<file path="src/cmc_pkg.sv">
// Package of constants for the CAN operating-mode controller.
// How it works
// RL1: After hardware reset the controller sits in Sleep mode.
// RL2: Init and sleep requests are acknowledged only once the mode is entered.
// RL3: Normal mode means init_ack and low_power_ack both read cleared.
// RL4: Normal traffic waits for 11 consecutive recessive receive bits.
// RL5: Clearing init_request leaves Initialization once hardware clears init_ack.
// RL6: Initialization stops transfers and drives the transmit pin recessive high.
// RL7: Entering Initialization leaves configuration registers unchanged.
// RL8: Software should keep unused filter banks inactive.
// RL9: Software writes filters while inactive, scale and mode in Initialization.
// RL10: In Sleep the core clock stops and status bits freeze.
// RL11: An init request made during Sleep is never acknowledged; the code acknowledges it once the sleep request clears and Sleep ends.
// RL12: Sleep ends on software clear or automatic clear on bus activity.
// RL13: Without auto wake-up software clears sleep request on wake-up interrupt.
// RL14: Wake-up interrupt fires on bus activity in Sleep when enabled.
// RL15: Sleep ends after bus synchronisation, then low_power_ack clears.
// RL16: Test mode bits are set in Initialization, effective in Normal.
// RL17: Silent mode receives but sends only recessive bits, never transmits.
// RL18: Silent mode loops dominant core bits back internally.
// RL19: Loop back mode receives its own transmitted frames.
// RL20: Loop back mode ignores acknowledge errors.
// RL21: Loop back feeds transmit to receive, ignores receive pin, shows transmit.
// RL22: Combined mode disconnects receive pin and holds transmit recessive.
// RL23: Sleep bus activity is a dominant level on the synchronised receive pin.
package cmc_pkg;
   localparam int IDLE_BITS = 11;
   localparam logic [3:0] IDLE_CNT_W = 4'd4;
   localparam int CLK_MHZ = 25;
   localparam logic [7:0] ADDR_CTRL = 8'h00;
   localparam logic [7:0] ADDR_STAT = 8'h01;
   localparam logic [7:0] ADDR_DIAG = 8'h02;
   localparam logic [7:0] ADDR_IRQEN = 8'h03;
   localparam int CTRL_INIT = 0;
   localparam int CTRL_SLEEP = 1;
   localparam int CTRL_AWAKE = 2;
   localparam int STAT_INIT_ACK = 0;
   localparam int STAT_LOW_POWER_ACK = 1;
   localparam int STAT_WAKE = 2;
   localparam int STAT_SYNC = 3;
   localparam int DIAG_SILENT = 0;
   localparam int DIAG_LOOP = 1;
   localparam int IRQEN_WAKE = 0;
   localparam logic [7:0] CTRL_RST = 8'h02;
   localparam logic [7:0] DIAG_RST = 8'h00;
   localparam logic [7:0] IRQEN_RST = 8'h00;
   typedef enum logic [1:0] {CMC_SLEEP, CMC_INIT, CMC_SYNC, CMC_NORMAL}
      cmc_mode_e;
endpackage

</file>
<file path="src/cmc_idle_det.sv">
// Counts consecutive recessive bits to detect bus idle.
`timescale 1ns/1ps
module cmc_idle_det #(
   parameter int IDLE_BITS = 11
) (
   // Clock and reset.
   input wire logic core_clk,
   input wire logic reset,
   input wire logic clkEn,
   // Bit sampling.
   input wire logic bitTick,
   input wire logic rxBit,
   input wire logic clear,
   // Result.
   output logic idle
);
   logic [7:0] cnt_r;

   always_ff @(posedge core_clk or posedge reset) begin
      if (reset) begin
         cnt_r <= 8'h00;
      end else if (clkEn) begin
         if (clear || (bitTick && !rxBit)) begin
            cnt_r <= 8'h00;
         end else if (bitTick && cnt_r < 8'(IDLE_BITS)) begin
            cnt_r <= cnt_r + 8'h01;
         end
      end
   end

   assign idle = (cnt_r >= 8'(IDLE_BITS));
endmodule

</file>
<file path="src/cmc_mode_ctrl.sv">
// Operating-mode controller with test-mode routing of the bus pins.
`timescale 1ns/1ps
module cmc_mode_ctrl (
   // Clock, enable and reset.
   input wire logic core_clk,
   input wire logic reset,
   input wire logic clkEn,
   // Register port.
   input wire logic [7:0] regAddr,
   input wire logic [7:0] regWrData,
   input wire logic regWr,
   input wire logic regRd,
   output logic [7:0] regRdData,
   // Bit timing from the protocol core.
   input wire logic bitTick,
   // Protocol core side.
   input wire logic coreTx,
   input wire logic coreTxStart,
   output logic coreRx,
   output logic coreActive,
   output logic coreIgnoreAckErr,
   output logic coreTxAllowed,
   output logic coreClkRun,
   // Bus pins.
   input wire logic bus_rx_pin,
   output logic bus_tx_pin,
   // Wake-up interrupt request.
   output logic wakeIrq
);
   import cmc_pkg::*;

   cmc_mode_e mode_r, mode_nxt;
   logic initReq_r, sleepReq_r, autoWake_r;
   logic silent_r, loop_r, wakeIe_r, wakeFlag_r;
   logic rxMeta_r, rxSync_r;
   logic [7:0] rdData_r;
   logic txPin_r, coreRx_r, active_r, ignAck_r, txAllow_r, clkRun_r;
   logic wakeIrq_r;
   logic idle, idleClr, rxEff, txEff, busAct, hwWake;
   logic wrCtrl, wrDiag, wrIrqEn, wrStat;
   logic [7:0] ctrlVal, statVal, diagVal, irqEnVal, rdMux;
   logic initAck, slpAck;
   logic wakeSync_r, wakeSync_nxt;

   // Receive pin is synchronised before anything looks at it.
   always_ff @(posedge core_clk or posedge reset) begin
      if (reset) begin
         rxMeta_r <= 1'b1;
         rxSync_r <= 1'b1;
      end else if (clkEn) begin
         rxMeta_r <= bus_rx_pin;
         rxSync_r <= rxMeta_r;
      end
   end

   assign wrCtrl = regWr && (regAddr == ADDR_CTRL);
   assign wrDiag = regWr && (regAddr == ADDR_DIAG);
   assign wrIrqEn = regWr && (regAddr == ADDR_IRQEN);
   assign wrStat = regWr && (regAddr == ADDR_STAT);

   // Sleep activity: dominant level on the synchronised pin. [RL23]
   assign busAct = (mode_r == CMC_SLEEP) && !rxSync_r;
   // Automatic wake-up clears the sleep request itself. [RL12]
   assign hwWake = busAct && autoWake_r;

   // Control register; entering a mode never touches configuration. [RL7]
   always_ff @(posedge core_clk or posedge reset) begin
      if (reset) begin
         initReq_r <= CTRL_RST[CTRL_INIT];
         sleepReq_r <= CTRL_RST[CTRL_SLEEP];
         autoWake_r <= CTRL_RST[CTRL_AWAKE];
      end else if (clkEn) begin
         if (wrCtrl) begin
            initReq_r <= regWrData[CTRL_INIT];
            autoWake_r <= regWrData[CTRL_AWAKE];
         end
         if (hwWake) begin
            sleepReq_r <= 1'b0; // [RL12]
         end else if (wrCtrl) begin
            sleepReq_r <= regWrData[CTRL_SLEEP]; // [RL12]
         end
      end
   end

   // Test bits can be written only in Initialization. [RL16]
   always_ff @(posedge core_clk or posedge reset) begin
      if (reset) begin
         silent_r <= DIAG_RST[DIAG_SILENT];
         loop_r <= DIAG_RST[DIAG_LOOP];
         wakeIe_r <= IRQEN_RST[IRQEN_WAKE];
      end else if (clkEn) begin
         if (wrDiag && mode_r == CMC_INIT) begin
            silent_r <= regWrData[DIAG_SILENT];
            loop_r <= regWrData[DIAG_LOOP];
         end
         if (wrIrqEn) begin
            wakeIe_r <= regWrData[IRQEN_WAKE];
         end
      end
   end

   // Wake-up flag: set beats a write-one-to-clear. [RL14]
   always_ff @(posedge core_clk or posedge reset) begin
      if (reset) begin
         wakeFlag_r <= 1'b0;
      end else if (clkEn) begin
         if (busAct) begin
            wakeFlag_r <= 1'b1;
         end else if (wrStat && regWrData[STAT_WAKE]) begin
            wakeFlag_r <= 1'b0;
         end
      end
   end

   // Mode sequencing.
   always_comb begin
      mode_nxt = mode_r;
      case (mode_r)
         CMC_SLEEP: begin
            // Init requests during Sleep are not acknowledged. [RL11]
            if (!sleepReq_r && !hwWake) begin
               mode_nxt = CMC_SYNC; // [RL15]
            end
         end
         CMC_INIT: begin
            if (sleepReq_r) begin
               mode_nxt = CMC_SLEEP;
            end else if (!initReq_r) begin
               mode_nxt = CMC_SYNC; // [RL5]
            end
         end
         CMC_SYNC: begin
            if (initReq_r) begin
               mode_nxt = CMC_INIT;
            end else if (sleepReq_r) begin
               mode_nxt = CMC_SLEEP;
            end else if (idle) begin
               mode_nxt = CMC_NORMAL; // [RL4]
            end
         end
         CMC_NORMAL: begin
            if (initReq_r) begin
               mode_nxt = CMC_INIT;
            end else if (sleepReq_r) begin
               mode_nxt = CMC_SLEEP;
            end
         end
         default: mode_nxt = CMC_SLEEP;
      endcase
   end

   always_ff @(posedge core_clk or posedge reset) begin
      if (reset) begin
         mode_r <= CMC_SLEEP; // [RL1]
      end else if (clkEn) begin
         mode_r <= mode_nxt;
      end
   end

   // Marks a synchronisation that began in Sleep, so the low-power
   // acknowledge holds until the bus has been seen idle. [RL15]
   assign wakeSync_nxt = (mode_nxt == CMC_SYNC) &&
                         ((mode_r == CMC_SLEEP) || wakeSync_r);

   always_ff @(posedge core_clk or posedge reset) begin
      if (reset) begin
         wakeSync_r <= 1'b0;
      end else if (clkEn) begin
         wakeSync_r <= wakeSync_nxt; // [RL15]
      end
   end

   // Idle detection watches the effective receive line.
   assign idleClr = (mode_r != CMC_SYNC);
   cmc_idle_det #(
      .IDLE_BITS(IDLE_BITS)
   ) uIdle (
      .core_clk(core_clk),
      .reset(reset),
      .clkEn(clkEn),
      .bitTick(bitTick),
      .rxBit(rxEff),
      .clear(idleClr),
      .idle(idle)
   );

   // Acks follow the entered mode, so Normal means both clear. [RL2] [RL3]
   assign initAck = (mode_r == CMC_INIT);
   // Low-power ack stays set through synchronisation after wake. [RL15]
   assign slpAck = (mode_r == CMC_SLEEP) ||
                   ((mode_r == CMC_SYNC) && wakeSync_r);

   // Silent forbids driving and starting; loop back ignores the pin.
   assign txEff = (mode_r == CMC_NORMAL) ? coreTx : 1'b1; // [RL6]
   // Loop back feeds the core its own bit; silent ANDs its own bit with the pin. [RL18] [RL21] [RL22]
   assign rxEff = loop_r ? txEff :
                  (silent_r ? (rxSync_r & txEff) : rxSync_r);

   assign ctrlVal = {5'h00, autoWake_r, sleepReq_r, initReq_r};
   assign statVal = {4'h0, (mode_r == CMC_NORMAL), wakeFlag_r, slpAck,
                     initAck};
   assign diagVal = {6'h00, loop_r, silent_r};
   assign irqEnVal = {7'h00, wakeIe_r};
   assign rdMux = (regAddr == ADDR_CTRL) ? ctrlVal :
                  (regAddr == ADDR_STAT) ? statVal :
                  (regAddr == ADDR_DIAG) ? diagVal :
                  (regAddr == ADDR_IRQEN) ? irqEnVal : 8'h00;

   // Registered outputs.
   always_ff @(posedge core_clk or posedge reset) begin
      if (reset) begin
         rdData_r <= 8'h00;
         txPin_r <= 1'b1;
         coreRx_r <= 1'b1;
         active_r <= 1'b0;
         ignAck_r <= 1'b0;
         txAllow_r <= 1'b0;
         clkRun_r <= 1'b0;
         wakeIrq_r <= 1'b0;
      end else if (clkEn) begin
         rdData_r <= regRd ? rdMux : 8'h00;
         // Silent keeps the bus recessive. [RL6] [RL17] [RL22]
         txPin_r <= silent_r ? 1'b1 : txEff;
         coreRx_r <= rxEff; // [RL19] [RL21]
         active_r <= (mode_r == CMC_NORMAL); // [RL4] [RL6]
         ignAck_r <= loop_r; // [RL20]
         txAllow_r <= (mode_r == CMC_NORMAL) && !silent_r; // [RL17]
         // Core clock gate is off in Sleep, freezing status. [RL10]
         clkRun_r <= (mode_r != CMC_SLEEP);
         wakeIrq_r <= wakeFlag_r && wakeIe_r; // [RL14]
      end
   end

   assign regRdData = rdData_r;
   assign bus_tx_pin = txPin_r;
   assign coreRx = coreRx_r;
   assign coreActive = active_r;
   assign coreIgnoreAckErr = ignAck_r;
   assign coreTxAllowed = txAllow_r;
   assign coreClkRun = clkRun_r;
   assign wakeIrq = wakeIrq_r;

   chk_reset_sleep: assert property (@(posedge core_clk) // [RL1]
      $fell(reset) |-> mode_r == CMC_SLEEP)
      else $error("not in sleep after reset");
   chk_normal_acks: assert property (@(posedge core_clk) disable iff (reset)
      ((mode_r == CMC_NORMAL) || ((mode_r == CMC_SYNC) && !wakeSync_r)) ==
      (!initAck && !slpAck)) // [RL3]
      else $error("normal mode disagrees with acks");
   chk_wake_slpack: assert property (@(posedge core_clk) // [RL15]
      disable iff (reset)
      clkEn && mode_r == CMC_SLEEP && mode_nxt == CMC_SYNC |=> slpAck)
      else $error("low power ack dropped before sync");
   chk_init_config: assert property (@(posedge core_clk) // [RL7]
      disable iff (reset)
      clkEn && mode_r != CMC_INIT && mode_nxt == CMC_INIT && !wrDiag &&
      !wrIrqEn |=> $stable({loop_r, silent_r, wakeIe_r}))
      else $error("init entry changed configuration");
   chk_combined_rx: assert property (@(posedge core_clk) // [RL22]
      disable iff (reset)
      clkEn && loop_r && silent_r |=> bus_tx_pin && coreRx == $past(txEff))
      else $error("combined mode routing wrong");
   chk_loop_ackerr: assert property (@(posedge core_clk) // [RL20]
      disable iff (reset)
      clkEn |=> coreIgnoreAckErr == $past(loop_r))
      else $error("ack error ignore not loop back");
   chk_sync_idle: assert property (@(posedge core_clk) disable iff (reset)
      (mode_r == CMC_SYNC && clkEn && mode_nxt == CMC_NORMAL) |-> idle)
      // [RL4]
      else $error("normal entered without idle");
   chk_init_recessive: assert property (@(posedge core_clk)
      disable iff (reset) clkEn && mode_r == CMC_INIT |=> bus_tx_pin)
      // [RL6]
      else $error("tx not recessive in init");
   chk_sleep_noinit: assert property (@(posedge core_clk)
      disable iff (reset) mode_r == CMC_SLEEP |-> !initAck) // [RL11]
      else $error("init acked in sleep");
   chk_auto_wake: assert property (@(posedge core_clk) disable iff (reset)
      clkEn && busAct && autoWake_r |=> !sleepReq_r) // [RL12]
      else $error("auto wake did not clear sleep");
   chk_silent_tx: assert property (@(posedge core_clk) disable iff (reset)
      clkEn && silent_r |=> bus_tx_pin && !coreTxAllowed) // [RL17]
      else $error("silent mode drove bus");
   chk_loop_rx: assert property (@(posedge core_clk) disable iff (reset)
      clkEn && loop_r |=> coreRx == $past(txEff)) // [RL21]
      else $error("loop back not fed from tx");
   chk_wake_irq: assert property (@(posedge core_clk) disable iff (reset)
      clkEn && busAct && wakeIe_r ##1 clkEn && wakeIe_r |=> wakeIrq)
      // [RL14]
      else $error("wake irq missing");
   cov_normal: cover property (@(posedge core_clk)
      mode_r == CMC_SYNC ##1 mode_r == CMC_NORMAL);
   cov_auto_wake: cover property (@(posedge core_clk) hwWake);
   cov_init: cover property (@(posedge core_clk) mode_r == CMC_INIT);
   cov_wake_sync: cover property (@(posedge core_clk)
      mode_r == CMC_SYNC && wakeSync_r);
   cov_combined: cover property (@(posedge core_clk)
      loop_r && silent_r && mode_r == CMC_NORMAL);
endmodule

</file>
<file path="config.mk">
export PLATFORM = sky130hd
export DESIGN_NAME = cmc_mode_ctrl
export DESIGN_NICKNAME = d
export VERILOG_FILES = /design/src/cmc_pkg.sv /design/src/cmc_idle_det.sv /design/src/cmc_mode_ctrl.sv
export SDC_FILE = /design/constraint.sdc
export NUM_CORES = 1
export LEC_CHECK = 0
export BUFFER_PORTS_ARGS = -buffer_cell sky130_fd_sc_hd__buf_2
export CAP_MARGIN = 15
export CELL_PAD_IN_SITES_DETAIL_PLACEMENT = 1
export CELL_PAD_IN_SITES_GLOBAL_PLACEMENT = 1
export CORE_MARGIN = 3
export CORE_UTILIZATION = 43
export CTS_CLUSTER_DIAMETER = 200
export DETAILED_ROUTE_END_ITERATION = 10
export GPL_TIMING_DRIVEN = 0
export PLACE_DENSITY = 0.8
export SLEW_MARGIN = 5
export SYNTH_ARGS = -nofsm -noshare
export SYNTH_HDL_FRONTEND = slang
export SYNTH_SLANG_ARGS = --single-unit
</file>
<file path="constraint.sdc">
create_clock -name core_clk -period 3.01 [get_ports core_clk]
set_input_delay 0.301 -clock core_clk [delete_from_list [all_inputs] [get_ports core_clk]]
set_output_delay 0.301 -clock core_clk [all_outputs]
set_load 0.1 [all_outputs]
</file>
### After elaboration in Yosys (flattened, before gate mapping)

Index checks and enable logic that the tools add are counted.
Widths: inputs -> output; s select.

* bitwise operators: 1
* muxes and demuxes: 24
* equality and inequality tests: 8
* reductions and logical operators: 35
* $lt $le $gt $ge: 2
* add/sub/neg operators: 1

Operators by type and width (count)
* $mux 2: 9
* $eq 8x2->1 const B: 2
* $mux 8: 2
* $logic_and 1x1->1: 15
* $mux 4: 3
* $reduce_and 2->1: 6
* $mux 1: 9
* $add 8x1->8 const B: 1
* $eq 8x1->1 const B: 1
* $ge 8x4->1 const B: 1
* $logic_not 8->1: 1
* $lt 8x4->1 const B: 1
* $pmux 2 s4: 1
* $reduce_bool 2->1: 4
* $eq 2x2->1 const B: 3
* $logic_not 1->1: 5
* $logic_or 1x1->1: 3
* $eq 2x1->1 const B: 1
* $logic_not 2->1: 1
* $ne 2x2->1 const B: 1
* $and 1x1->1: 1

* input port bits: 25
* flip-flop bits (word level): 35
* word-level logic and storage cells: 91

### Depth between registers and ports, before layout

Gate-level depths: netlist of run 1.

* depth in word-level cells: 10
* gate-level depth with buffers: 5
* gate-level depth less buffers: 5

### Modules after synthesis

Synthesis of run 1 repeated with hierarchy kept, for this count alone.

* cell total of the unflattened synthesis: 150
* area, all modules: 1609.0 um^2

By module, submodules not included
* cmc_mode_ctrl: seq. area each 581.8 um^2, area each 1228.7 um^2, instances 1, cells an instance 117
* cmc_idle_det: seq. area each 200.2 um^2, area each 380.4 um^2, instances 1, cells an instance 33

### Least setup slack after synthesis of run 1

No wires, ideal clock.

* kind: input-to-reg
* start: in regAddr[5]
* end: reg autoWake_r
* buffers on the path: 0
* arrival time: 1.650 ns
* required time: 2.885 ns
* slack: 1.235 ns
* setup time: 0.125 ns
* cell stages on the path: 3
* path through: or4_4 > or4_4 > mux2_4

* longest elaborated chain between the ends: 3

Ends and longest elaborated chain
* start, declared: line cmc_mode_ctrl.sv:9 `input wire logic [7:0] regAddr,`
* $logic_not 8->1: line cmc_mode_ctrl.sv:56 `assign wrCtrl = regWr && (regAddr == ADDR_CTRL);`
* $logic_and 1x1->1: line cmc_mode_ctrl.sv:56
* $reduce_and 2->1 (no line)
* end signal, assigned: line cmc_mode_ctrl.sv:71 `autoWake_r <= CTRL_RST[CTRL_AWAKE];`
* end signal, assigned: line cmc_mode_ctrl.sv:75 `autoWake_r <= regWrData[CTRL_AWAKE];`
* end, declared: line cmc_mode_ctrl.sv:33 `logic initReq_r, sleepReq_r, autoWake_r;`

Every way passes these cells.
A chain may end at the register's enable or synchronous reset.

### Worst setup path after layout of run 1

* start: reg mode_r[0]
* end: reg uIdle.cnt_r[1]

* longest elaborated chain between the ends: 10
* elaborated cells on any way between the ends: 12

Ends and longest elaborated chain
* start, declared: line cmc_mode_ctrl.sv:32 `cmc_mode_e mode_r, mode_nxt;`
* start signal, assigned: line cmc_mode_ctrl.sv:156 `mode_r <= mode_nxt;`
* $eq 2x2->1: line cmc_mode_ctrl.sv:194 `assign txEff = (mode_r == CMC_NORMAL) ? coreTx : 1'b1;`
* $mux 1: line cmc_mode_ctrl.sv:194
* $and 1x1->1: line cmc_mode_ctrl.sv:197 `(silent_r ? (rxSync_r & txEff) : rxSync_r);`
* $mux 1: line cmc_mode_ctrl.sv:197
* $mux 1: line cmc_mode_ctrl.sv:196 `assign rxEff = loop_r ? txEff :`
* $logic_not 1->1: line cmc_idle_det.sv:23 `if (clear || (bitTick && !rxBit)) begin`
* $logic_and 1x1->1: line cmc_idle_det.sv:23
* $logic_or 1x1->1 *: line cmc_idle_det.sv:23
* $reduce_bool 2->1 (no line)
* $reduce_and 2->1 (no line)
* end signal, assigned: line cmc_idle_det.sv:26 `cnt_r <= cnt_r + 8'h01;`
* end, declared: line cmc_idle_det.sv:17 `logic [7:0] cnt_r;`

Mark *: on every way between the ends. The rest lies on a longest branch, timed or not.

==> results of run 1 <==
routing by layer:
| metal | share of wire | GRT usage | vias up |
|---|---|---|---|
| li1 | - | - | 593 |
| met1 | 0.43 | 0.256 | 628 |
| met2 | 0.50 | 0.303 | 24 |
| met3 | 0.038 | 0.0442 | 9 |
| met4 | 0.028 | 0.0933 | 0 |
| met5 | 0 | 0 | - |
stage by stage:
step	cell area (um^2)	setup slack (ps)	utilization
3_3_place_gp	1750	1090	0.515
5_1_grt	1830	954	0.541
4_1_cts	1800	1130	0.530
2_1_floorplan	1550	1230	-
3_5_place_dp	1750	1090	0.515
6_report	1830	1140	0.541
worst register-to-register path: stages, from the launching register on:
cell and delay, ps:
dfrtp_1 360, clkbuf_1 210, nand2b_1 290, a211oi_1 440, nor2_1 170, mux2_2 300
power by group through the flow:
stage               Clock (mW)  Combinational (mW)  Sequential (mW)
floorplan                    0               0.149            0.588
global placement             0               0.288            0.501
detailed placement           0               0.300            0.504
CTS                      0.232               0.300            0.496
global route             0.257               0.331            0.502
finish                   0.220               0.303            0.497
worst max path at each step:
stage	to	slack, ps	depth (start not counted)
CTS	uIdle.cnt_r[1]$_DFFE_PP0P_	1130	5
detailed placement	initReq_r$_DFFE_PP0P_	1090	4
finish	uIdle.cnt_r[1]$_DFFE_PP0P_	1140	5
floorplan	autoWake_r$_DFFE_PP0P_	1230	3
global placement	regRdData[2]$_DFFE_PP0P_	1090	5
global route	uIdle.cnt_r[1]$_DFFE_PP0P_	950	5
area by class of cell:
type / instances / area, um^2 / share of cell area
multi-input cells: 99 / 689 / 0.376
plain buffers: 11 / 56.3 / 0.0307
repair buffers: 29 / 173 / 0.0942
inverters: 7 / 26.3 / 0.0143
clock buffers: 8 / 48.8 / 0.0266
well taps: 46 / 57.6 / 0.0314
flip-flops and latches: 31 / 782 / 0.427
logic make-up (layout without fill, tap and decap cells):
logic type                 count (synthesis)  in the layout
other                                      1              4
adders and majority gates                  1              1
muxes                                     14             14
and+or+nand+nor                           50             50
AOI/OAI and AO/OA                         30             30
buffers and inverters                     18             55
DFF                                       31             31
cell usage in the layout, fill, tap and decap left out, types with 2 or more instances in the layout:
cell type,n
buf_2,27
dfrtp_1,26
o21ai_0,11
clkbuf_1,10
nor2_1,8
mux2_2,7
nand2_1,7
inv_1,6
nand3_1,6
a21oi_1,5
dfstp_2,5
clkbuf_4,5
mux2i_1,4
nor3_1,4
and2_1,4
o2bb2ai_1,4
buf_4,4
conb_1,4
nor2b_1,3
nor3b_1,3
nand2b_1,3
or4_4,2
nand4b_1,2
mux2_4,2
or3b_2,2
nor4b_1,2
o21a_1,2
nand3b_1,2
o31ai_1,2
==> results_dict.tcl, run 1 <==
set metrics [dict create \
    cellLeakagePower_nw 0.854 \
    cts.sinks 31 \
    nets 210 \
    p_int_mw 0.646 \
    clkSlewWorstSetupHoldPaths_ps 90 \
    status "finished clean" \
    die_w_um 65.9 \
    io_pins 40 \
    row_count 21 \
    rr_worst_depth 5 \
    cts_root_buf "clkbuf_4" \
    hold_class "in -> reg" \
    hold_violations 0 \
    synth_edf_count 0 \
    cts_setup_buffers 0 \
    hold_slack_ps 226 \
    seq_area_frac_synth 0.507 \
    r2r_slack_ps 1140 \
    drt-pass1-iter-count 4 \
    synth.most_common_cell "dfrtp_1" \
    cts_buffers 5 \
    die_h_um 65.9 \
    insertion_delay_ps 320 \
    synth_ff_type "dfrtp_1" \
    rr_startpoint "mode_r[0]$_DFFE_PP0P_" \
    grt_pass1_vias 1351 \
    routedWlPerCell_um 15.9 \
    yosys.area_share.simple 0.194 \
    worstMarginPinSlew_ps 601 \
    timing.rr.end "uIdle.cnt_r[1]$_DFFE_PP0P_" \
    grt_max_degree 32 \
    insertedDiodeCount 0 \
    area_delta_synth_final_pct 18.8 \
    viasPerCell 5.43 \
    cts.htree.levels 2 \
    regMostFlops "uIdle.cnt_r" \
    ant_nets 0 \
    num_vias 1254 \
    crit_arrival_ps 2070 \
    crit_slowest_cell "a211oi_1" \
    synth_xor_area_frac 0 \
    initial_core_util 0.455 \
    netlist_top_cells_count "26 x dfrtp_1, 11 x o21ai_0, 8 x nor2_1" \
    clockBufferDepth 2 \
    switching_share 0.367 \
    fin_crit_sh 0.623 \
    min_period_ps 1870 \
    die_area_um2 4340 \
    min_to "rxMeta_r$_DFFE_PP1P_" \
    route.detailed.drc 0 \
    synthMuxAreaShare 0.111 \
    synth_top_area_share 0.422 \
    peakVddDrop_mv 0.236 \
    ctsHoldBuffers 0 \
    dp_hpwl_um 2800 \
    min-delay-start "bus_rx_pin" \
    netlist_instances 145 \
    crit_required_ps 3210 \
    critPathMaxStageDelay_ps 430 \
    yosysTopAreaCell "dfrtp_1" \
    synth_compound_area_frac 0.124 \
    dp_cells 221 \
    timing.setup.tns_ps 0 \
    fmax_ghz 0.534 \
    path_buf_inv 1 \
    drive_gt1_frac 0.303 \
    synthAdderAreaFrac 0.00811 \
    drt_wl_total_um 3680 \
    cp-startpoint "mode_r[0]$_DFFE_PP0P_" \
    slew_violations 0 \
    p_seq_frac 0.487 \
    p_per_area_nw_per_um2 556 \
    antenna_found_initial 0 \
    hold_path_depth 2 \
    critical-path-top-delay-family "simple AND/OR/NAND/NOR gates" \
    synth-async-reset-ratio 1.00 \
    fin_cells 231 \
    critical_path_class "reg -> reg" \
    grt_overflow_total 0 \
    yosys_warnings 0 \
    skew_ps 14.9 \
    place.gp.congestion 0.851 \
    grt_use_total 0.195 \
    power_frac_clock 0.216 \
    synth-seq-cells 31 \
    relSlewSlack 0.594 \
    io_buffer_count 27 \
    synthTopCellsByArea "dfrtp_1 42%, dfstp_2 8.5%, mux2_2 5.1%, o21ai_0 3.6%, mux2i_1 2.6%" \
    cts-resized-gates 0 \
    synth.distinct_cells 37 \
    crit_path_start_kind "flop" \
    p_sw_mw 0.374 \
    synth_top_family_by_area "simple AND/OR/NAND/NOR gates" \
    path_cells "clkbuf_1 -> nand2b_1 -> a211oi_1 -> nor2_1 -> mux2_2" \
    grt_setup_unrepaired "no" \
    drt_iter0_drc 39 \
    maxCapViolCount 0 \
    final-setup-viol-count 0 \
    core_um2 3390 \
    combPwrFrac 0.297 \
    fin_total_pwr_mw 1.02 \
    cts_tree "yes" \
    critPathMaxFanout 10 \
    grt_pass1_wl_um 6340 \
    fillers 402 \
    end_kind "flop" \
    largest_register_ffs 8 \
    syn_avg_cell_area_um2 10.6 \
    syn-cell-area_um2 1540 \
]
(Power assumes the default switching activity.)
==> run 2, diff against run 1 <==
- CORE_UTILIZATION: 43 -> 36
- PLACE_DENSITY: 0.8 -> 0.71
- clock period: 3.01 -> 1.6 ns (I/O delays scaled with it)
==> run 2 against run 1 <==
Routed wire length rose by 10%; global-route usage is 2.9 points lower; non-clock buffer count increased by 6; die area rose by 18%; first-iteration DRC count rose by 41%; clock skew is 9.3 ps lower; register-to-register slack lost 1100 ps; power is 110% higher; final area increased by 8.5%; fmax is 19% higher; sequential cell count is the same; critical path type unchanged; critical endpoint is now wakeSync_r$_DFFE_PP0P_; highest routed layer unchanged.
==> results_dict.tcl, run 2 (same netlist as run 1, synthesis figures left out) <==
set metrics [dict create \
    drt-pass1-iter-count 4 \
    clockBufferDepth 2 \
    maxCapViolCount 0 \
    die_w_um 71.5 \
    cts.htree.levels 2 \
    clkSlewWorstSetupHoldPaths_ps 70 \
    core_um2 4060 \
    initial_core_util 0.380 \
    layout_commonest_cell "buf_2" \
    min_period_ps 1570 \
    min-delay-start "bus_rx_pin" \
    p_sw_mw 0.797 \
    combPwrFrac 0.292 \
    area.sequential_um2 783 \
    largest_register_ffs 8 \
    slew_violations 0 \
    critical_path_class "reg -> reg" \
    die_area_um2 5110 \
    relSlewSlack 0.579 \
    layout_common_cells "27 x buf_2, 25 x dfrtp_1, 11 x buf_4" \
    switching_share 0.364 \
    fin_total_pwr_mw 2.19 \
    power_frac_clock 0.272 \
    hold_class "in -> reg" \
    row_count 23 \
    status "finished clean" \
    worst_slack_ps 25.9 \
    antenna_found_initial 0 \
    hold_violations 0 \
    drive_gt1_frac 0.403 \
    drt_iter0_drc 55 \
    crit_arrival_ps 1740 \
    multi_input_area_um2 764 \
    rr_startpoint "mode_r[0]$_DFFE_PP0P_" \
    route.detailed.drc 0 \
    fillers 462 \
    nets 216 \
    rr_worst_depth 4 \
    routedWlPerCell_um 16.9 \
    cts_root_buf "clkbuf_8" \
    crit_path_start_kind "flop" \
    grt_pass1_wl_um 6580 \
    regMostFlops "uIdle.cnt_r" \
    hold_path_depth 2 \
    fin_crit_sh 0.984 \
    viasPerCell 5.28 \
    insertedDiodeCount 0 \
    critPathMaxFanout 6 \
    insertion_delay_ps 290 \
    cts_buffers 5 \
    skew_ps 5.62 \
    dp_hpwl_um 2780 \
    ant_nets 0 \
    peakVddDrop_mv 0.592 \
    grt_overflow_total 0 \
    worstMarginPinSlew_ps 632 \
    fmax_ghz 0.635 \
    crit_required_ps 1760 \
    p_per_area_nw_per_um2 1100 \
    grt_use_total 0.166 \
    cts_tree "yes" \
    cp-startpoint "mode_r[0]$_DFFE_PP0P_" \
    io_pins 40 \
    timing.setup.tns_ps 0 \
    p_int_mw 1.39 \
    num_vias 1273 \
    final-setup-viol-count 0 \
    grt_max_degree 32 \
    hold_slack_ps 103 \
    p_seq_frac 0.436 \
    io_buffer_count 27 \
    area_delta_synth_final_pct 29.0 \
    end_kind "flop" \
    die_h_um 71.5 \
    place.gp.congestion 0.773 \
    grt_pass1_vias 1339 \
    cts.sinks 31 \
    pre_cts_ws_ps -292 \
    drt_wl_total_um 4060 \
    cellLeakagePower_nw 0.912 \
]
## run 2: cell types whose count changed in the layout (fill, tap and decap cells not counted), sizes merged
cell and change:
buf +7, clkbuf -2, clkinv +1
## run 2: cell type report
class,instances,share of cell area
sequential,31,0.394
multi-input combinational,99,0.384
timing repair buffer,36,0.109
clock buffer,7,0.0384
tap,50,0.0314
buffer,10,0.0270
inverter,7,0.0132
clock inverter,1,0.00252
## run 2: power by group through the flow
stage / registers (mW) / logic [mW] / clock network, mW
final: 0.956 / 0.640 / 0.596
after global routing: 0.969 / 0.683 / 0.656
after CTS: 0.961 / 0.569 / 0.615
after detailed placement: 0.951 / 0.568 / 0
after global placement: 0.945 / 0.545 / 0
after floorplan: 1.11 / 0.281 / 0
## run 2: critical path: stages (launching register included)
cell and delay (ps):
dfrtp_2 450, or3b_4 420, a21oi_1 130, a21oi_1 60
a2111oi_2 390
## run 2: final timing paths
check | end | slack, ps
max | wakeSync_r$_DFFE_PP0P_ | 30
min | rxMeta_r$_DFFE_PP1P_ | 100
max reg2reg | wakeSync_r$_DFFE_PP0P_ | 30
min reg2reg | coreClkRun$_DFFE_PP0P_ | 470
max in group asynchronous | rxSync_r$_DFFE_PP1P_ | 790
min in group asynchronous | uIdle.cnt_r[3]$_DFFE_PP0P_ | 340
## run 2: through the flow
step,cell area (um^2),std cells,utilization
detailed placement,1750,225,0.432
global route,1990,241,0.490
CTS,1880,234,0.463
global placement,1750,225,0.432
finish,1990,241,0.490
floorplan,1550,148,-
## run 2: layer usage
layer  GRT usage  part of all wire
met4      0.0752             0.018
met2       0.283              0.49
met3      0.0365             0.053
met5           0                 0
met1       0.200              0.43
## run 2: repair_timing
| action | in CTS | in global routing |
|---|---|---|
| pin swaps | 1 | 3 |
| hold buffers | 0 | 1 |
| resized for setup | 13 | 8 |
| setup buffers | 2 | 5 |
| setup endpoints to repair | 12 | 7 |
| endpoints found under the hold margin | 0 | 5 |
